$ cat src/pkg/hrs_map.svh
// Register offsets, field positions and reset values of the strap capture block
`ifndef HRS_MAP_SVH
`define HRS_MAP_SVH

// ----------------------------------------------------------------------
// Register byte offsets
// ----------------------------------------------------------------------
`define HRS_OFF_CTRL      8'h00
`define HRS_OFF_STRAP     8'h04
`define HRS_OFF_FIXED     8'h08
`define HRS_OFF_OC        8'h0c
`define HRS_OFF_IRQ_STAT  8'h10
`define HRS_OFF_IRQ_MASK  8'h14

// ----------------------------------------------------------------------
// Field positions and widths
// ----------------------------------------------------------------------
`define HRS_PORTS         4
`define HRS_CTRL_W        5
`define HRS_CTRL_HS_BIT   4
`define HRS_IRQ_W         5
`define HRS_IRQ_CAP_BIT   4
`define HRS_STRAP_W       7
`define HRS_STRAP_DONE    6

// ----------------------------------------------------------------------
// Reset values
// ----------------------------------------------------------------------
`define HRS_CTRL_RST      5'h00
`define HRS_IRQ_RST       5'h00
`define HRS_PORTS_RST     4'h0
`define HRS_CFG_ZERO      1'b0

`endif

$ cat src/pkg/hrs_pkg.sv
// Types shared by the strap capture block
package hrs_pkg;

   // ----------------------------------------------------------------------
   // Strap values caught at reset release
   // ----------------------------------------------------------------------
   typedef struct packed {
      logic [2:0] cfg;
      logic [1:0] fixed;
      logic       pol;
   } hrs_straps_t;

   // ----------------------------------------------------------------------
   // Capture phase
   // ----------------------------------------------------------------------
   typedef enum logic {
      PH_WAIT,
      PH_RUN
   } hrs_phase_t;

endpackage

$ cat src/hdl/hrs_irq.sv
// Sticky event status with mask and one level interrupt
`timescale 1ns/1ps
module hrs_irq #(
   parameter int W = 5
) (
   // Clock and reset
   input  wire logic         pclk,
   input  wire logic         presetn,
   input  wire logic         pclk_en,
   // Events and software access
   input  wire logic [W-1:0] event_in,
   input  wire logic         clr_we,
   input  wire logic         mask_we,
   input  wire logic [W-1:0] wdata,
   // State
   output logic      [W-1:0] status,
   output logic      [W-1:0] mask,
   output logic              irq
);

   if (W < 1)
   begin : g_chk
      $error("hrs_irq: W must be at least 1");
   end

   // ----------------------------------------------------------------------
   // Status: a new event wins over a write-one clear
   // ----------------------------------------------------------------------
   always_ff @(posedge pclk or negedge presetn)
   begin
      if (!presetn)
         status <= '0;
      else if (pclk_en)
         status <= (status & ~(clr_we ? wdata : '0)) | event_in;
   end

   // ----------------------------------------------------------------------
   // Mask
   // ----------------------------------------------------------------------
   always_ff @(posedge pclk or negedge presetn)
   begin
      if (!presetn)
         mask <= '0;
      else if (pclk_en && mask_we)
         mask <= wdata;
   end

   assign irq = |(status & mask);

endmodule

$ cat src/hdl/hrs_strap_capture.sv
// Hub strap capture, port power polarity, over-current sense and APB registers
`timescale 1ns/1ps
`include "hrs_map.svh"
module hrs_strap_capture #(
   parameter int         ADDR_W           = 8,
   parameter int         PORTS            = `HRS_PORTS,
   parameter bit         HAS_POL_STRAP    = 1'b1,
   parameter bit         HAS_CFG_B2       = 1'b1,
   parameter bit         HAS_FIXED_STRAP  = 1'b1,
   parameter logic [2:0] FIXED_STRAP_CFG  = 3'h0
) (
   // Clock, enable and reset
   input  wire logic              pclk,
   input  wire logic              pclk_en,
   input  wire logic              presetn,
   // APB slave
   input  wire logic              psel,
   input  wire logic              penable,
   input  wire logic              pwrite,
   input  wire logic [ADDR_W-1:0] paddr,
   input  wire logic [31:0]       pwdata,
   output logic      [31:0]       prdata,
   output logic                   pready,
   output logic                   pslverr,
   // Interrupt
   output logic                   irq,
   // Strap pins
   input  wire logic              power_polarity_strap,
   input  wire logic              fixed_port_strap_b1,
   input  wire logic              fixed_port_strap_b0,
   input  wire logic              config_method_b0,
   input  wire logic              config_method_b2,
   // Shared speed indicator pin
   input  wire logic              upstream_highspeed_led_in,
   output logic                   upstream_highspeed_led_out,
   output logic                   upstream_highspeed_led_oe,
   // Port power and over-current
   output logic      [PORTS-1:0]  port_power_out,
   input  wire logic [PORTS-1:0]  overcurrent_sense_n,
   // Decoded strap state
   output logic      [PORTS-1:0]  fixed_port_map,
   output logic      [2:0]        config_method
);

   // ----------------------------------------------------------------------
   // Elaboration checks
   // ----------------------------------------------------------------------
   if (ADDR_W < 5 || ADDR_W > 32)
   begin : g_chk_addr
      $error("hrs_strap_capture: ADDR_W out of range");
   end
   if (PORTS != `HRS_PORTS)
   begin : g_chk_ports
      $error("hrs_strap_capture: PORTS must be four");
   end

   // ----------------------------------------------------------------------
   // Functions
   // ----------------------------------------------------------------------
   function automatic logic hit(input logic [ADDR_W-1:0] a, input logic [7:0] off);
      hit = (a == ADDR_W'(off));
   endfunction

   function automatic logic [3:0] fixed_decode(input logic [1:0] code);
      unique case (code)
         2'h0:    fixed_decode = 4'h0;
         2'h1:    fixed_decode = 4'h1;
         2'h2:    fixed_decode = 4'h3;
         2'h3:    fixed_decode = 4'h7;
      endcase
   endfunction

   // ----------------------------------------------------------------------
   // Declarations
   // ----------------------------------------------------------------------
   hrs_pkg::hrs_phase_t           phase;
   hrs_pkg::hrs_straps_t          pin_straps;
   hrs_pkg::hrs_straps_t          sync_straps;
   hrs_pkg::hrs_straps_t          straps;
   logic [`HRS_CTRL_W-1:0]        ctrl;
   logic [PORTS-1:0]              oc_sync_n;
   logic [PORTS-1:0]              oc_now;
   logic [PORTS-1:0]              oc_prev;
   logic [PORTS-1:0]              oc_rise;
   logic [PORTS-1:0]              port_enable;
   logic                          cap_pulse;
   logic                          fixed_allowed;
   logic                          pol_active_high;
   logic                          pol_reset;
   logic                          hs_connected;
   logic                          ack_q;
   logic                          wr_fire;
   logic                          rd_err;
   logic [31:0]                   rd_word;
   logic [`HRS_IRQ_W-1:0]         irq_status;
   logic [`HRS_IRQ_W-1:0]         irq_mask;
   logic [`HRS_IRQ_W-1:0]         irq_events;

   // ----------------------------------------------------------------------
   // Pin synchronisers
   // ----------------------------------------------------------------------
   always_comb
   begin
      pin_straps.pol   = power_polarity_strap;
      pin_straps.fixed = {fixed_port_strap_b1, fixed_port_strap_b0};
      pin_straps.cfg   = {HAS_CFG_B2 ? config_method_b2 : `HRS_CFG_ZERO,
                          upstream_highspeed_led_in,
                          config_method_b0};
   end

   hrs_sync #(
      .W       ($bits(hrs_pkg::hrs_straps_t))
   ) u_sync_straps (
      .pclk    (pclk),
      .pclk_en (pclk_en),
      .d       (pin_straps),
      .q       (sync_straps)
   );

   hrs_sync #(
      .W       (PORTS)
   ) u_sync_oc (
      .pclk    (pclk),
      .pclk_en (pclk_en),
      .d       (overcurrent_sense_n),
      .q       (oc_sync_n)
   );

   // ----------------------------------------------------------------------
   // Capture phase
   // ----------------------------------------------------------------------
   // Synchronisers run during reset, so the first edge after release
   // already sees the pins as they stood at release.
   always_ff @(posedge pclk or negedge presetn)
   begin
      if (!presetn)
         phase <= hrs_pkg::PH_WAIT;
      else if (pclk_en)
      begin
         unique case (phase)
            hrs_pkg::PH_WAIT: phase <= hrs_pkg::PH_RUN;
            hrs_pkg::PH_RUN:  phase <= hrs_pkg::PH_RUN;
         endcase
      end
   end

   assign cap_pulse = pclk_en && (phase == hrs_pkg::PH_WAIT);

   // ----------------------------------------------------------------------
   // Strap latch
   // ----------------------------------------------------------------------
   // Written only in the capture cycle; shared pins may toggle freely after.
   always_ff @(posedge pclk or negedge presetn)
   begin
      if (!presetn)
         straps <= '0;
      else if (cap_pulse)
         straps <= sync_straps;
   end

   // ----------------------------------------------------------------------
   // Strap decode
   // ----------------------------------------------------------------------
   assign fixed_allowed  = HAS_FIXED_STRAP && (straps.cfg == FIXED_STRAP_CFG);
   assign fixed_port_map = (phase == hrs_pkg::PH_RUN && fixed_allowed)
                           ? fixed_decode(straps.fixed) : `HRS_PORTS_RST;
   assign config_method  = straps.cfg;

   // ----------------------------------------------------------------------
   // Port power polarity
   // ----------------------------------------------------------------------
   // The reset path is purely combinational so a held reset never
   // depends on a clock edge to turn power off.
   assign pol_reset       = HAS_POL_STRAP ? power_polarity_strap : 1'b1;
   assign pol_active_high = !HAS_POL_STRAP ? 1'b1 :
                            (phase == hrs_pkg::PH_RUN) ? straps.pol
                                                       : sync_straps.pol;
   assign port_enable     = ctrl[PORTS-1:0];

   always_comb
   begin
      if (!presetn)
         port_power_out = {PORTS{~pol_reset}};
      else
         port_power_out = pol_active_high ? port_enable : ~port_enable;
   end

   // ----------------------------------------------------------------------
   // Upstream speed indicator
   // ----------------------------------------------------------------------
   // Pin stays an input until the method bit is caught.
   assign hs_connected = ctrl[`HRS_CTRL_HS_BIT];

   always_ff @(posedge pclk or negedge presetn)
   begin
      if (!presetn)
      begin
         upstream_highspeed_led_out <= 1'b0;
         upstream_highspeed_led_oe  <= 1'b0;
      end
      else if (pclk_en && phase == hrs_pkg::PH_RUN)
      begin
         upstream_highspeed_led_out <= hs_connected ^ straps.cfg[1];
         upstream_highspeed_led_oe  <= 1'b1;
      end
   end

   // ----------------------------------------------------------------------
   // Over-current sense
   // ----------------------------------------------------------------------
   assign oc_now  = ~oc_sync_n;
   assign oc_rise = oc_now & ~oc_prev;

   always_ff @(posedge pclk or negedge presetn)
   begin
      if (!presetn)
         oc_prev <= `HRS_PORTS_RST;
      else if (pclk_en)
         oc_prev <= oc_now;
   end

   // ----------------------------------------------------------------------
   // Interrupts
   // ----------------------------------------------------------------------
   assign irq_events = {cap_pulse, pclk_en ? oc_rise : `HRS_PORTS_RST};

   hrs_irq #(
      .W        (`HRS_IRQ_W)
   ) u_irq (
      .pclk     (pclk),
      .presetn  (presetn),
      .pclk_en  (pclk_en),
      .event_in (irq_events),
      .clr_we   (wr_fire && hit(paddr, `HRS_OFF_IRQ_STAT)),
      .mask_we  (wr_fire && hit(paddr, `HRS_OFF_IRQ_MASK)),
      .wdata    (pwdata[`HRS_IRQ_W-1:0]),
      .status   (irq_status),
      .mask     (irq_mask),
      .irq      (irq)
   );

   // ----------------------------------------------------------------------
   // APB handshake
   // ----------------------------------------------------------------------
   // Read data is prepared in the setup cycle so prdata comes from a flop;
   // a transfer with pclk_en high in its setup and access cycles takes exactly one access cycle.
   assign pready  = psel && penable && ack_q && pclk_en;
   assign wr_fire = pready && pwrite;

   always_ff @(posedge pclk or negedge presetn)
   begin
      if (!presetn)
         ack_q <= 1'b0;
      else if (pclk_en)
      begin
         if (pready)
            ack_q <= 1'b0;
         else if (psel)
            ack_q <= 1'b1;
      end
   end

   // ----------------------------------------------------------------------
   // Read decode
   // ----------------------------------------------------------------------
   always_comb
   begin
      rd_word = 32'h0;
      rd_err  = 1'b0;
      if (hit(paddr, `HRS_OFF_CTRL))
         rd_word = {{(32-`HRS_CTRL_W){1'b0}}, ctrl};
      else if (hit(paddr, `HRS_OFF_STRAP))
         rd_word = {{(32-`HRS_STRAP_W){1'b0}}, phase == hrs_pkg::PH_RUN, straps};
      else if (hit(paddr, `HRS_OFF_FIXED))
         rd_word = {{(32-PORTS){1'b0}}, fixed_port_map};
      else if (hit(paddr, `HRS_OFF_OC))
         rd_word = {{(32-PORTS){1'b0}}, oc_now};
      else if (hit(paddr, `HRS_OFF_IRQ_STAT))
         rd_word = {{(32-`HRS_IRQ_W){1'b0}}, irq_status};
      else if (hit(paddr, `HRS_OFF_IRQ_MASK))
         rd_word = {{(32-`HRS_IRQ_W){1'b0}}, irq_mask};
      else
         rd_err  = 1'b1;
   end

   always_ff @(posedge pclk or negedge presetn)
   begin
      if (!presetn)
      begin
         prdata  <= 32'h0;
         pslverr <= 1'b0;
      end
      else if (pclk_en && psel && !ack_q)
      begin
         prdata  <= pwrite ? 32'h0 : rd_word;
         pslverr <= rd_err;
      end
   end

   // ----------------------------------------------------------------------
   // Control register
   // ----------------------------------------------------------------------
   // Unmapped writes are dropped and flagged by pslverr only.
   always_ff @(posedge pclk or negedge presetn)
   begin
      if (!presetn)
         ctrl <= `HRS_CTRL_RST;
      else if (wr_fire && hit(paddr, `HRS_OFF_CTRL))
         ctrl <= pwdata[`HRS_CTRL_W-1:0];
   end

endmodule

$ cat src/hdl/hrs_sync.sv
// Two-stage synchroniser for pin inputs
`timescale 1ns/1ps
module hrs_sync #(
   parameter int W = 1
) (
   // Clock
   input  wire logic         pclk,
   input  wire logic         pclk_en,
   // Data
   input  wire logic [W-1:0] d,
   output logic      [W-1:0] q
);

   logic [W-1:0] stage1;

   if (W < 1)
   begin : g_chk
      $error("hrs_sync: W must be at least 1");
   end

   // ----------------------------------------------------------------------
   // No reset: straps must be tracked while reset is held
   // ----------------------------------------------------------------------
   always_ff @(posedge pclk)
   begin
      if (pclk_en)
      begin
         stage1 <= d;
         q      <= stage1;
      end
   end

endmodule

$ cat config.mk
export PLATFORM = sky130hd
export DESIGN_NAME = hrs_strap_capture
export DESIGN_NICKNAME = d
export VERILOG_FILES = /design/src/pkg/hrs_pkg.sv /design/src/hdl/hrs_irq.sv /design/src/hdl/hrs_strap_capture.sv /design/src/hdl/hrs_sync.sv
export VERILOG_INCLUDE_DIRS = /design/src /design/src/pkg
export SDC_FILE = /design/constraint.sdc
export NUM_CORES = 1
export LEC_CHECK = 0
export BUFFER_PORTS_ARGS = -buffer_cell sky130_fd_sc_hd__clkbuf_2
export CORE_ASPECT_RATIO = 0.7
export CORE_MARGIN = 3
export CORE_UTILIZATION = 35
export DETAILED_ROUTE_END_ITERATION = 16
export MAX_ROUTING_LAYER = met4
export SETUP_SLACK_MARGIN = 0.5
export SYNTH_ARGS = -nofsm -noshare
export SYNTH_HDL_FRONTEND = slang
export SYNTH_SLANG_ARGS = --single-unit
$ cat constraint.sdc
create_clock -name pclk -period 1.6 [get_ports pclk]
set_input_delay 0.32 -clock pclk [delete_from_list [all_inputs] [get_ports pclk]]
set_output_delay 0.32 -clock pclk [all_outputs]
set_load 0.01 [all_outputs]
* Word-level counts from Yosys, hierarchy flattened
Cells that the tools add are included.
Cells by class: mux-type cells 22, bitwise logic cells 11, reductions and logical operators 20, equality and inequality tests 8
Operators by type and width (number):
- 32-bit two-way mux | 2
- 5-bit two-way mux | 5
- 8-bit by 4-bit equality test with 1-bit output, second input constant | 2
- 8-bit by 5-bit equality test with 1-bit output, second input constant | 2
- 4-bit two-way mux | 4
- 4-bit case mux with 4 select lines | 1
- 1-bit logical AND | 13
- 4-bit inverter | 3
- 5-bit bitwise AND | 2
- 1-bit two-way mux | 9
- 8-bit by 3-bit equality test with 1-bit output, second input constant | 1
- 8-bit zero test | 1
- 7-bit two-way mux | 1
- 5-bit inverter | 1
- 5-bit OR | 1
- 5-bit OR reduction | 1
- 4-bit bitwise AND | 1
- 2-bit equality test, second input constant | 2
- 3-bit zero test | 1
- 2-bit by 1-bit equality test with 1-bit output, second input constant | 1
- 2-bit zero test | 1
- 1-bit inverter | 2
- 2-bit AND reduction | 1
- 2-bit nonzero test | 1
- other kinds (2) | 2
Storage, ports and cells: output and inout port bits 48, register bits after elaboration 82

* Longest topological paths before layout
Gate-level depths: netlist of run 1.
word-level depth 9, depth in mapped cells 7, mapped depth without buffers 5

* Hierarchy
Synthesis of run 1 repeated with hierarchy kept, for this count alone.
Unflattened totals: cell total of the unflattened synthesis 231, area total of the unflattened synthesis 2781.4 sq um
Modules (own cells, without submodules):
- hrs_strap_capture | cells each 181, times used 1, area an instance 1770.4 sq um
- hrs_irq | cells each 30, times used 1, area an instance 410.4 sq um
- hrs_sync (u_sync_straps) | cells each 12, times used 1, area an instance 360.3 sq um
- hrs_sync (u_sync_oc) | cells each 8, times used 1, area an instance 240.2 sq um

* Least setup slack after synthesis of run 1
OpenSTA, ideal clock, no wires.
kind register to output, from register phase, to output port port_power_out[0], slack 68 ps, arrival time 1212 ps, data required time 1280 ps, stages on the path, launching flop included 5, cell sequence dfrtp_1 -> buf_2 -> mux2i_1 -> xnor2_1 -> a21oi_1
On the way: word-level cells in the longest chain between the ends 3
Ends and longest elaborated chain:
- from (decl) | RTL line hrs_strap_capture.sv:76 | hrs_pkg::hrs_phase_t phase;
- from (signal assigned) | RTL line hrs_strap_capture.sv:137 | phase <= hrs_pkg::PH_WAIT;
- from (signal assigned) | RTL line hrs_strap_capture.sv:141 | hrs_pkg::PH_WAIT: phase <= hrs_pkg::PH_RUN;
- from (signal assigned) | RTL line hrs_strap_capture.sv:142 | hrs_pkg::PH_RUN: phase <= hrs_pkg::PH_RUN;
- 1-bit two-way mux | RTL line hrs_strap_capture.sv:176 | (phase == hrs_pkg::PH_RUN) ? straps.pol
- 4-bit two-way mux | RTL line hrs_strap_capture.sv:185 | port_power_out = pol_active_high ? port_enable : ~port_enable;
- 4-bit two-way mux | RTL line hrs_strap_capture.sv:182 | if (!presetn)
- to (decl) | RTL line hrs_strap_capture.sv:38 | output logic [PORTS-1:0] port_power_out,
Every way passes these cells.

* Final worst setup path of run 1
from register phase, to output port port_power_out[2]
The elaborated chain is that of the path after synthesis.

==> out/qor.txt, run 1 <==
DR WL/cell: 16.03 µm
Syn Area/Cell: 11.63 µm²
Register area share after synthesis: 54.93%
Vias in the first global route: 2067
Routed via count: 2109
TritonCTS clock tree: done
Critical path's largest stage delay: 0.42 ns
Final Routed Wirelength: 7.085 mm
Failing checks: negative setup slack
Routed Antenna Nets: 0
Commonest non-fill, non-tap cell in the layout: dfrtp_1
Grt ovf: 0
Clk buf depth: 2
# clock sinks: 57
Final setup fails: 8
Ant. Diodes: 0
Pleak: 1.867 nW
Syn Inst Count: 239
Tmin final: 1.787 ns
Global-route wire length before repair: 11.10 mm
IO Pins: 104
DP Area: 0.003334 mm²
Outcome: finished, violations left
Ordered list of cells on the worst path: mux2i_4 > xnor2_1 > a21oi_2 > clkbuf_2
FF-to-FF End: prdata[2]
Register clock-pin slew on the reported worst setup and hold paths: 0.05 ns
Drc violations: 0
Setup crit start kind: flop
Die area: 0.009062 mm²
Critical path origin: phase
Largest net degree at the start of global routing: 38
Skew-Pair Late Insertion Delay: 0.32 ns
Ys flop type: dfrtp_1
Standard-cell rows: 26
Critical R2R Launch: config_method[1]
Delay-heaviest family, CP: flip-flops
Initial antenna violation count: 0
DPL Wire Length: 4.986 mm
Worst hold stages: 1
Yosys Warn Count: 0
RSZ-0062 raised after global routing: true
TritonRoute pass-1 iters: 4
Required time of the critical path: 1.28 ns
Finished Cell Area: 0.004141 mm²
Min-delay src: overcurrent_sense_n[2]
GRT Total Usage: 16.85%
Slowest cell on crit path: dfrtp_2
Core area: 0.007515 mm²
Post-synth EDFFs: 20
Final core utilization: 55.11%
First DRT Iteration DRCs: 124
#FFs+latches synth: 57
Mapped cell area: 0.002779 mm²
H-tree levels: 3
Die Width: 112.5 µm
Fillers: 617
Hold WC Path Type: input port to flop
Fin nets: 395
PwrDens: 988.2 mW/mm²
Most frequent cells in the layout: dfrtp_1 (34), clkbuf_2 (31), buf_4 (30)
Async S/R FF share, synth: 64.91%
Max Slew Vio Count: 0
I/O Buffers: 50
Setup TNS: -1.149 ns
R2R depth: 6
CP arrival: 1.47 ns
Max Freq: 559.7 MHz
Max Cap Viol: 0
Routability cong.: 0.8716
Vias per std cell: 4.771
Layout cell share with drive strength beyond 1: 52.91%
DIE HEIGHT: 80.55 µm
Inserted Clock Buffers: 9
Bufs and invs on worst path: 1
Setup ws final: -0.1868 ns
Initial Util: 36.98%
Setup crit end kind: output port
Root Driver: clkbuf_16
Hold Fails Final Rpt: 0
Clk_skew: 0.004761 ns
Crit Path Class: flop to output port
VDD IR max: 0.5896 mV
R2r setup slk: 0.09 ns
Yosys cell types: 45
Layout area overhead: 49.03%
Worst hold endpoint: u_sync_oc.stage1[2]
Worst Path Max Fanout: 4
Part of the cycle the worst path needs: 111.7%
-- worst max-delay path by stage --
stage | to | slack, ns | depth (start not counted)
3_3_place_gp | u_irq.mask[2] | -0.11 | 5
5_1_grt | port_power_out[1] | -0.27 | 4
2_1_floorplan | u_irq.mask[0] | 0.17 | 4
3_5_place_dp | u_irq.mask[0] | -0.14 | 5
4_1_cts | fixed_port_map[2] | -0.21 | 3
6_report | port_power_out[2] | -0.19 | 4
-- cells by family (layout without fill, tap and decap cells) --
kind of cell    after synthesis  after routing  synth area share (%)
simple gates                 66             66                 13.82
flops                        57             57                 54.93
compound gates               45             45                 10.40
buf+inv                      41            121                 9.635
mux                          24             24                 9.500
xor+xnor                      5              5                 1.576
other cells                   1             26                0.1349
-- synthesized netlist by cell type (2+ instances only) --
library cell  instances  share of area [%]
nand3_1               4               0.72
buf_4                29                7.8
a21o_1                2               0.54
nand2b_1              4               0.90
a21oi_1              13                2.3
edfxtp_1             20                 22
a22o_1                3               0.95
inv_1                 4               0.54
buf_2                 3               0.54
nor2_1               12                1.6
a22oi_1               2               0.54
nor4_1                2               0.45
mux2i_1               5                1.8
nor3_1                4               0.72
and2_1                2               0.45
mux2_2               19                7.7
nand2_1              20                2.7
or2_2                 4               0.90
o21ai_1               3               0.54
o2bb2ai_1             3               0.95
xnor2_1               5                1.6
clkbuf_1              4               0.54
nor2b_1               3               0.68
a31oi_1               4               0.90
dfrtp_1              37                 33
o21ai_0               8                1.4
o21bai_1              2               0.54
-- report_power, final --
group          internal [W]  switching (W)
logic              0.000248       0.000262
registers           0.00160      0.0000508
clock network       0.00129       0.000645
total               0.00313       0.000958
-- layer usage --
layer / track usage, % / up-vias / wire [µm]
met5: - / - / 0
met4: 5.042 / 0 / 85
met3: 4.744 / 9 / 518
met2: 22.65 / 89 / 2919
met1: 24.45 / 1007 / 3563
li1: - / 1004 / -
-- worst register-to-register path: cells and delay by family, from the launching register on --
| family | cells | cell delay (ns) |
|---|---|---|
| and+or+nand+nor | 2 | 0.64 |
| DFF | 1 | 0.40 |
| AOI/OAI and AO/OA | 2 | 0.21 |
| buffers and inverters | 2 | 0.20 |
-- timing repair --
item                       in CTS  in global routing
buffers inserted               13                  8
hold buffers                    0                  0
setup endpoints to repair      50                 50
resized for setup              42                 56
pin swaps                      21                 16
-- layout make-up --
type	count	area [µm²]	area share, %
Inverter	4	15.01	0.3625
Tap cell	98	122.6	2.961
Clock buffer	12	256.5	6.193
Multi-Input combinational cell	166	1368	33.02
Clock inverter	4	51.30	1.239
Sequential cell	57	1530	36.95
Timing Repair Buffer	101	798.3	19.27
-- sequential cells by signal (all words and copies together), names as in the netlist --
register	count
u_irq.mask	5
straps	3
config_method	3
prdata	7
phase	1
u_irq.status	5
upstream_highspeed_led_oe	1
u_sync_straps.stage1	6
ack_q	1
u_sync_straps.q	6
u_sync_oc.q	4
oc_prev	4
upstream_highspeed_led_out	1
ctrl	5
pslverr	1
u_sync_oc.stage1	4
-- through the flow --
step / hold WS [ns] / setup WS [ns] / std cells / total power (W)
2_1_floorplan: 0.02441 / 0.1716 / 264 / 0.001930
3_3_place_gp: 0.4022 / -0.1114 / 405 / 0.002079
3_5_place_dp: 0.4045 / -0.1427 / 405 / 0.002086
4_1_cts: 0.1597 / -0.2096 / 434 / 0.004075
5_1_grt: 0.1570 / -0.2657 / 442 / 0.004256
6_report: 0.1687 / -0.1868 / 442 / 0.004093
Power figures use the tool's default switching activity.
==> run 2: changes to the inputs <==
- CORE_MARGIN: 3 -> 8
- GPL_TIMING_DRIVEN: unset -> 0
==> out/qor.txt, run 2 (synthesis gave the netlist of run 1 again) <==
TritonCTS clock tree: done
Max Freq: 545.7 MHz (-2.5%)
Clk buf depth: 2 (unchanged)
Die Width: 122.5 µm (+8.9%)
Top reg by flops: prdata
Drc violations: 0 (unchanged)
Hold slack: 0.02924 ns (-0.1395 ns)
Fin nets: 417 (+5.6%)
Combinational cell fraction of total power: 14.3% (+1.8 points)
Clock network power share: 43.4% (-3.8 points)
Max Slew Vio Count: 0 (unchanged)
Slew @ Worst Pin: 0.6160 ns
Clk_skew: 0.006004 ns (+0.001243 ns)
Core area: 0.007770 mm² (+3.4%)
Switch share: 24.14% (+0.74 points)
Pint: 0.002976 W (-5.1%)
Setup TNS: -1.507 ns (-0.3576 ns)
Part of the cycle the worst path needs: 114.5% (+2.9 points)
CP arrival: 1.51 ns (+0.04 ns)
Sw power: 0.0009470 W (-1.1%)
# clock sinks: 57 (unchanged)
Post-route insts no fill: 467 (+5.7%)
Final setup fails: 8 (unchanged)
Critical Path End: port_power_out[2]
PwrDens: 924.6 mW/mm² (-6.4%)
Setup ws final: -0.2326 ns (-0.04585 ns)
GRT Total Usage: 14.35% (-2.5 points)
Grt ovf: 0 (unchanged)
Hold Fails Final Rpt: 0 (unchanged)
Initial Util: 35.76% (-1.2 points)
Crit Path Class: flop to output port
Hold WC Path Type: input port to asynchronous set/reset pin
Critical path origin: phase
TritonRoute pass-1 iters: 4 (unchanged)
Register clock-pin slew on the reported worst setup and hold paths: 0.05 ns (about the same)
Outcome: finished, violations left
Critical R2R Launch: phase
Max-Slew Margin vs Limit: 58.93%
Final Routed Wirelength: 7.686 mm (+8.5%)
Levels on crit path: 5 (+1)
Seq pwr share: 42.3% (+2.0 points)
Root Driver: clkbuf_16
Routed via count: 2161 (+2.5%)
Required time of the critical path: 1.28 ns (about the same)
Most frequent cells in the layout: buf_4 (52), dfrtp_1 (35), clkbuf_2 (29)
Global-route wire length before repair: 11.69 mm (+5.3%)
RSZ-0062 raised after global routing: true
Vias per std cell: 4.627 (-3.0%)
IO Pins: 104 (unchanged)
VDD IR max: 0.4697 mV (-20%)
Vias in the first global route: 2192 (+6.0%)
Ordered list of cells on the worst path: buf_6 > mux2i_4 > xnor2_1 > a21oi_2 > clkbuf_2
First DRT Iteration DRCs: 110 (-11%)
Commonest non-fill, non-tap cell in the layout: buf_4
R2R depth: 8 (+2)
Setup crit start kind: flop
Standard-cell rows: 27 (+3.8%)
Cells after DPL: 414 (+2.2%)
Layout area overhead: 52.68%
Fillers: 668 (+8.3%)
I/O Buffers: 49 (-2.0%)
Area of the multi-input gates: 0.001360 mm² (-0.55%)
Reg area: 0.001529 mm² (about the same)
Failing checks: negative setup slack
Setup crit end kind: output port
Worst Path Max Fanout: 4 (unchanged)
Routed Antenna Nets: 0 (unchanged)
H-tree levels: 3 (unchanged)
DPL Wire Length: 5.166 mm (+3.6%)
Max FFs per register: 7 (unchanged)
Skew-Pair Late Insertion Delay: 0.33 ns (about the same)
Tmin final: 1.833 ns (+0.04585 ns)
Hold Buf Count CTS: 0 (unchanged)
Inserted Clock Buffers: 9 (unchanged)
DIE HEIGHT: 90.55 µm (+12%)
Initial antenna violation count: 0 (unchanged)
Routability cong.: 0.9034 (+3.6%)
Bufs and invs on worst path: 2 (+1)
Pleak: 1.973 nW (+5.7%)
FF-to-FF End: prdata[1]
DR WL/cell: 16.46 µm (+2.7%)
Die area: 0.01109 mm² (+22%)
R2r setup slk: 0.05 ns (-0.04 ns)
Ant. Diodes: 0 (unchanged)
Max Cap Viol: 0 (unchanged)
Layout cell share with drive strength beyond 1: 54.92% (+2.0 points)
Largest registers: prdata: 7 flops, u_sync_straps.q: 6 flops, u_sync_straps.stage1: 6 flops
Delay-heaviest family, CP: flip-flops
Largest net degree at the start of global routing: 43 (+13%)
Critical path's largest stage delay: 0.33 ns (-0.09 ns)
Slowest cell on crit path: dfrtp_1
run 2: changes by cell type in the layout (fill, tap and decap cells not counted), sizes merged:
| cell | delta |
|---|---|
| clkinv | -1 |
| buf | +20 |
| clkbuf | +5 |
| bufinv | -1 |
| clkinvlp | -1 |
run 2: worst min path at each step:
stage          slack, ns                    start  depth (start not counted)                  to
2_1_floorplan       0.02                  presetn                          0               ack_q
3_3_place_gp        0.40  u_sync_straps.stage1[0]                          0  u_sync_straps.q[0]
3_5_place_dp        0.40      u_sync_oc.stage1[0]                          0      u_sync_oc.q[0]
4_1_cts             0.04                  presetn                          1     u_irq.status[2]
5_1_grt             0.07                  presetn                          1           prdata[5]
6_report            0.03                  presetn                          1           prdata[5]
run 2: routing by layer:
| metal | part of all wire (%) | vias up | GRT usage, % |
|---|---|---|---|
| met2 | 43 | 95 | 18.79 |
| li1 | - | 1045 | - |
| met1 | 45 | 1009 | 19.35 |
| met5 | 0 | - | - |
| met3 | 10 | 12 | 5.684 |
| met4 | 1.6 | 0 | 5.157 |
run 2: power by group through the flow:
| stage | clock network (W) | logic [W] | registers (W) |
|---|---|---|---|
| finish | 0.00170 | 0.000561 | 0.00166 |
| global placement | 0 | 0.000410 | 0.00168 |
| global route | 0.00181 | 0.000607 | 0.00166 |
| CTS | 0.00174 | 0.000495 | 0.00166 |
| detailed placement | 0 | 0.000415 | 0.00168 |
| floorplan | 0 | 0.000266 | 0.00166 |
run 2: what timing repair did:
action | in CTS | in global routing
gates cloned | 0 | 0
resized for setup | 49 | 54
setup buffers | 27 | 10
pin swaps | 20 | 15
setup endpoints to repair | 59 | 55
run 2: area by class of cell:
cell class	count	area share (%)
plain buffers	37	6.960
repair buffers	86	15.42
multi-input cells	166	32.06
clock inverters	1	0.1180
inverters	4	0.3539
flip-flops and latches	57	36.04
clock buffers	15	6.075
well taps	101	2.978
run 2: worst reg2reg max path, stage by stage (launching register included):
cell and delay [ns]:
dfrtp_1 0.33, buf_6 0.12, buf_4 0.11, nor4b_4 0.27, buf_4 0.19, a21oi_2 0.05, o21bai_1 0.14, a31oi_1 0.13
o21ai_1 0.14
run 2: metrics by stage:
stage	area [µm²]	setup WS, ns	total power (W)	util, %
2_1_floorplan	2987	0.1716	0.001930	-
3_3_place_gp	3358	-0.5833	0.002086	43.22
3_5_place_dp	3358	-0.6257	0.002096	43.22
4_1_cts	4009	-0.2236	0.003891	51.59
5_1_grt	4243	-0.3585	0.004082	54.61
6_report	4243	-0.2326	0.003923	54.61
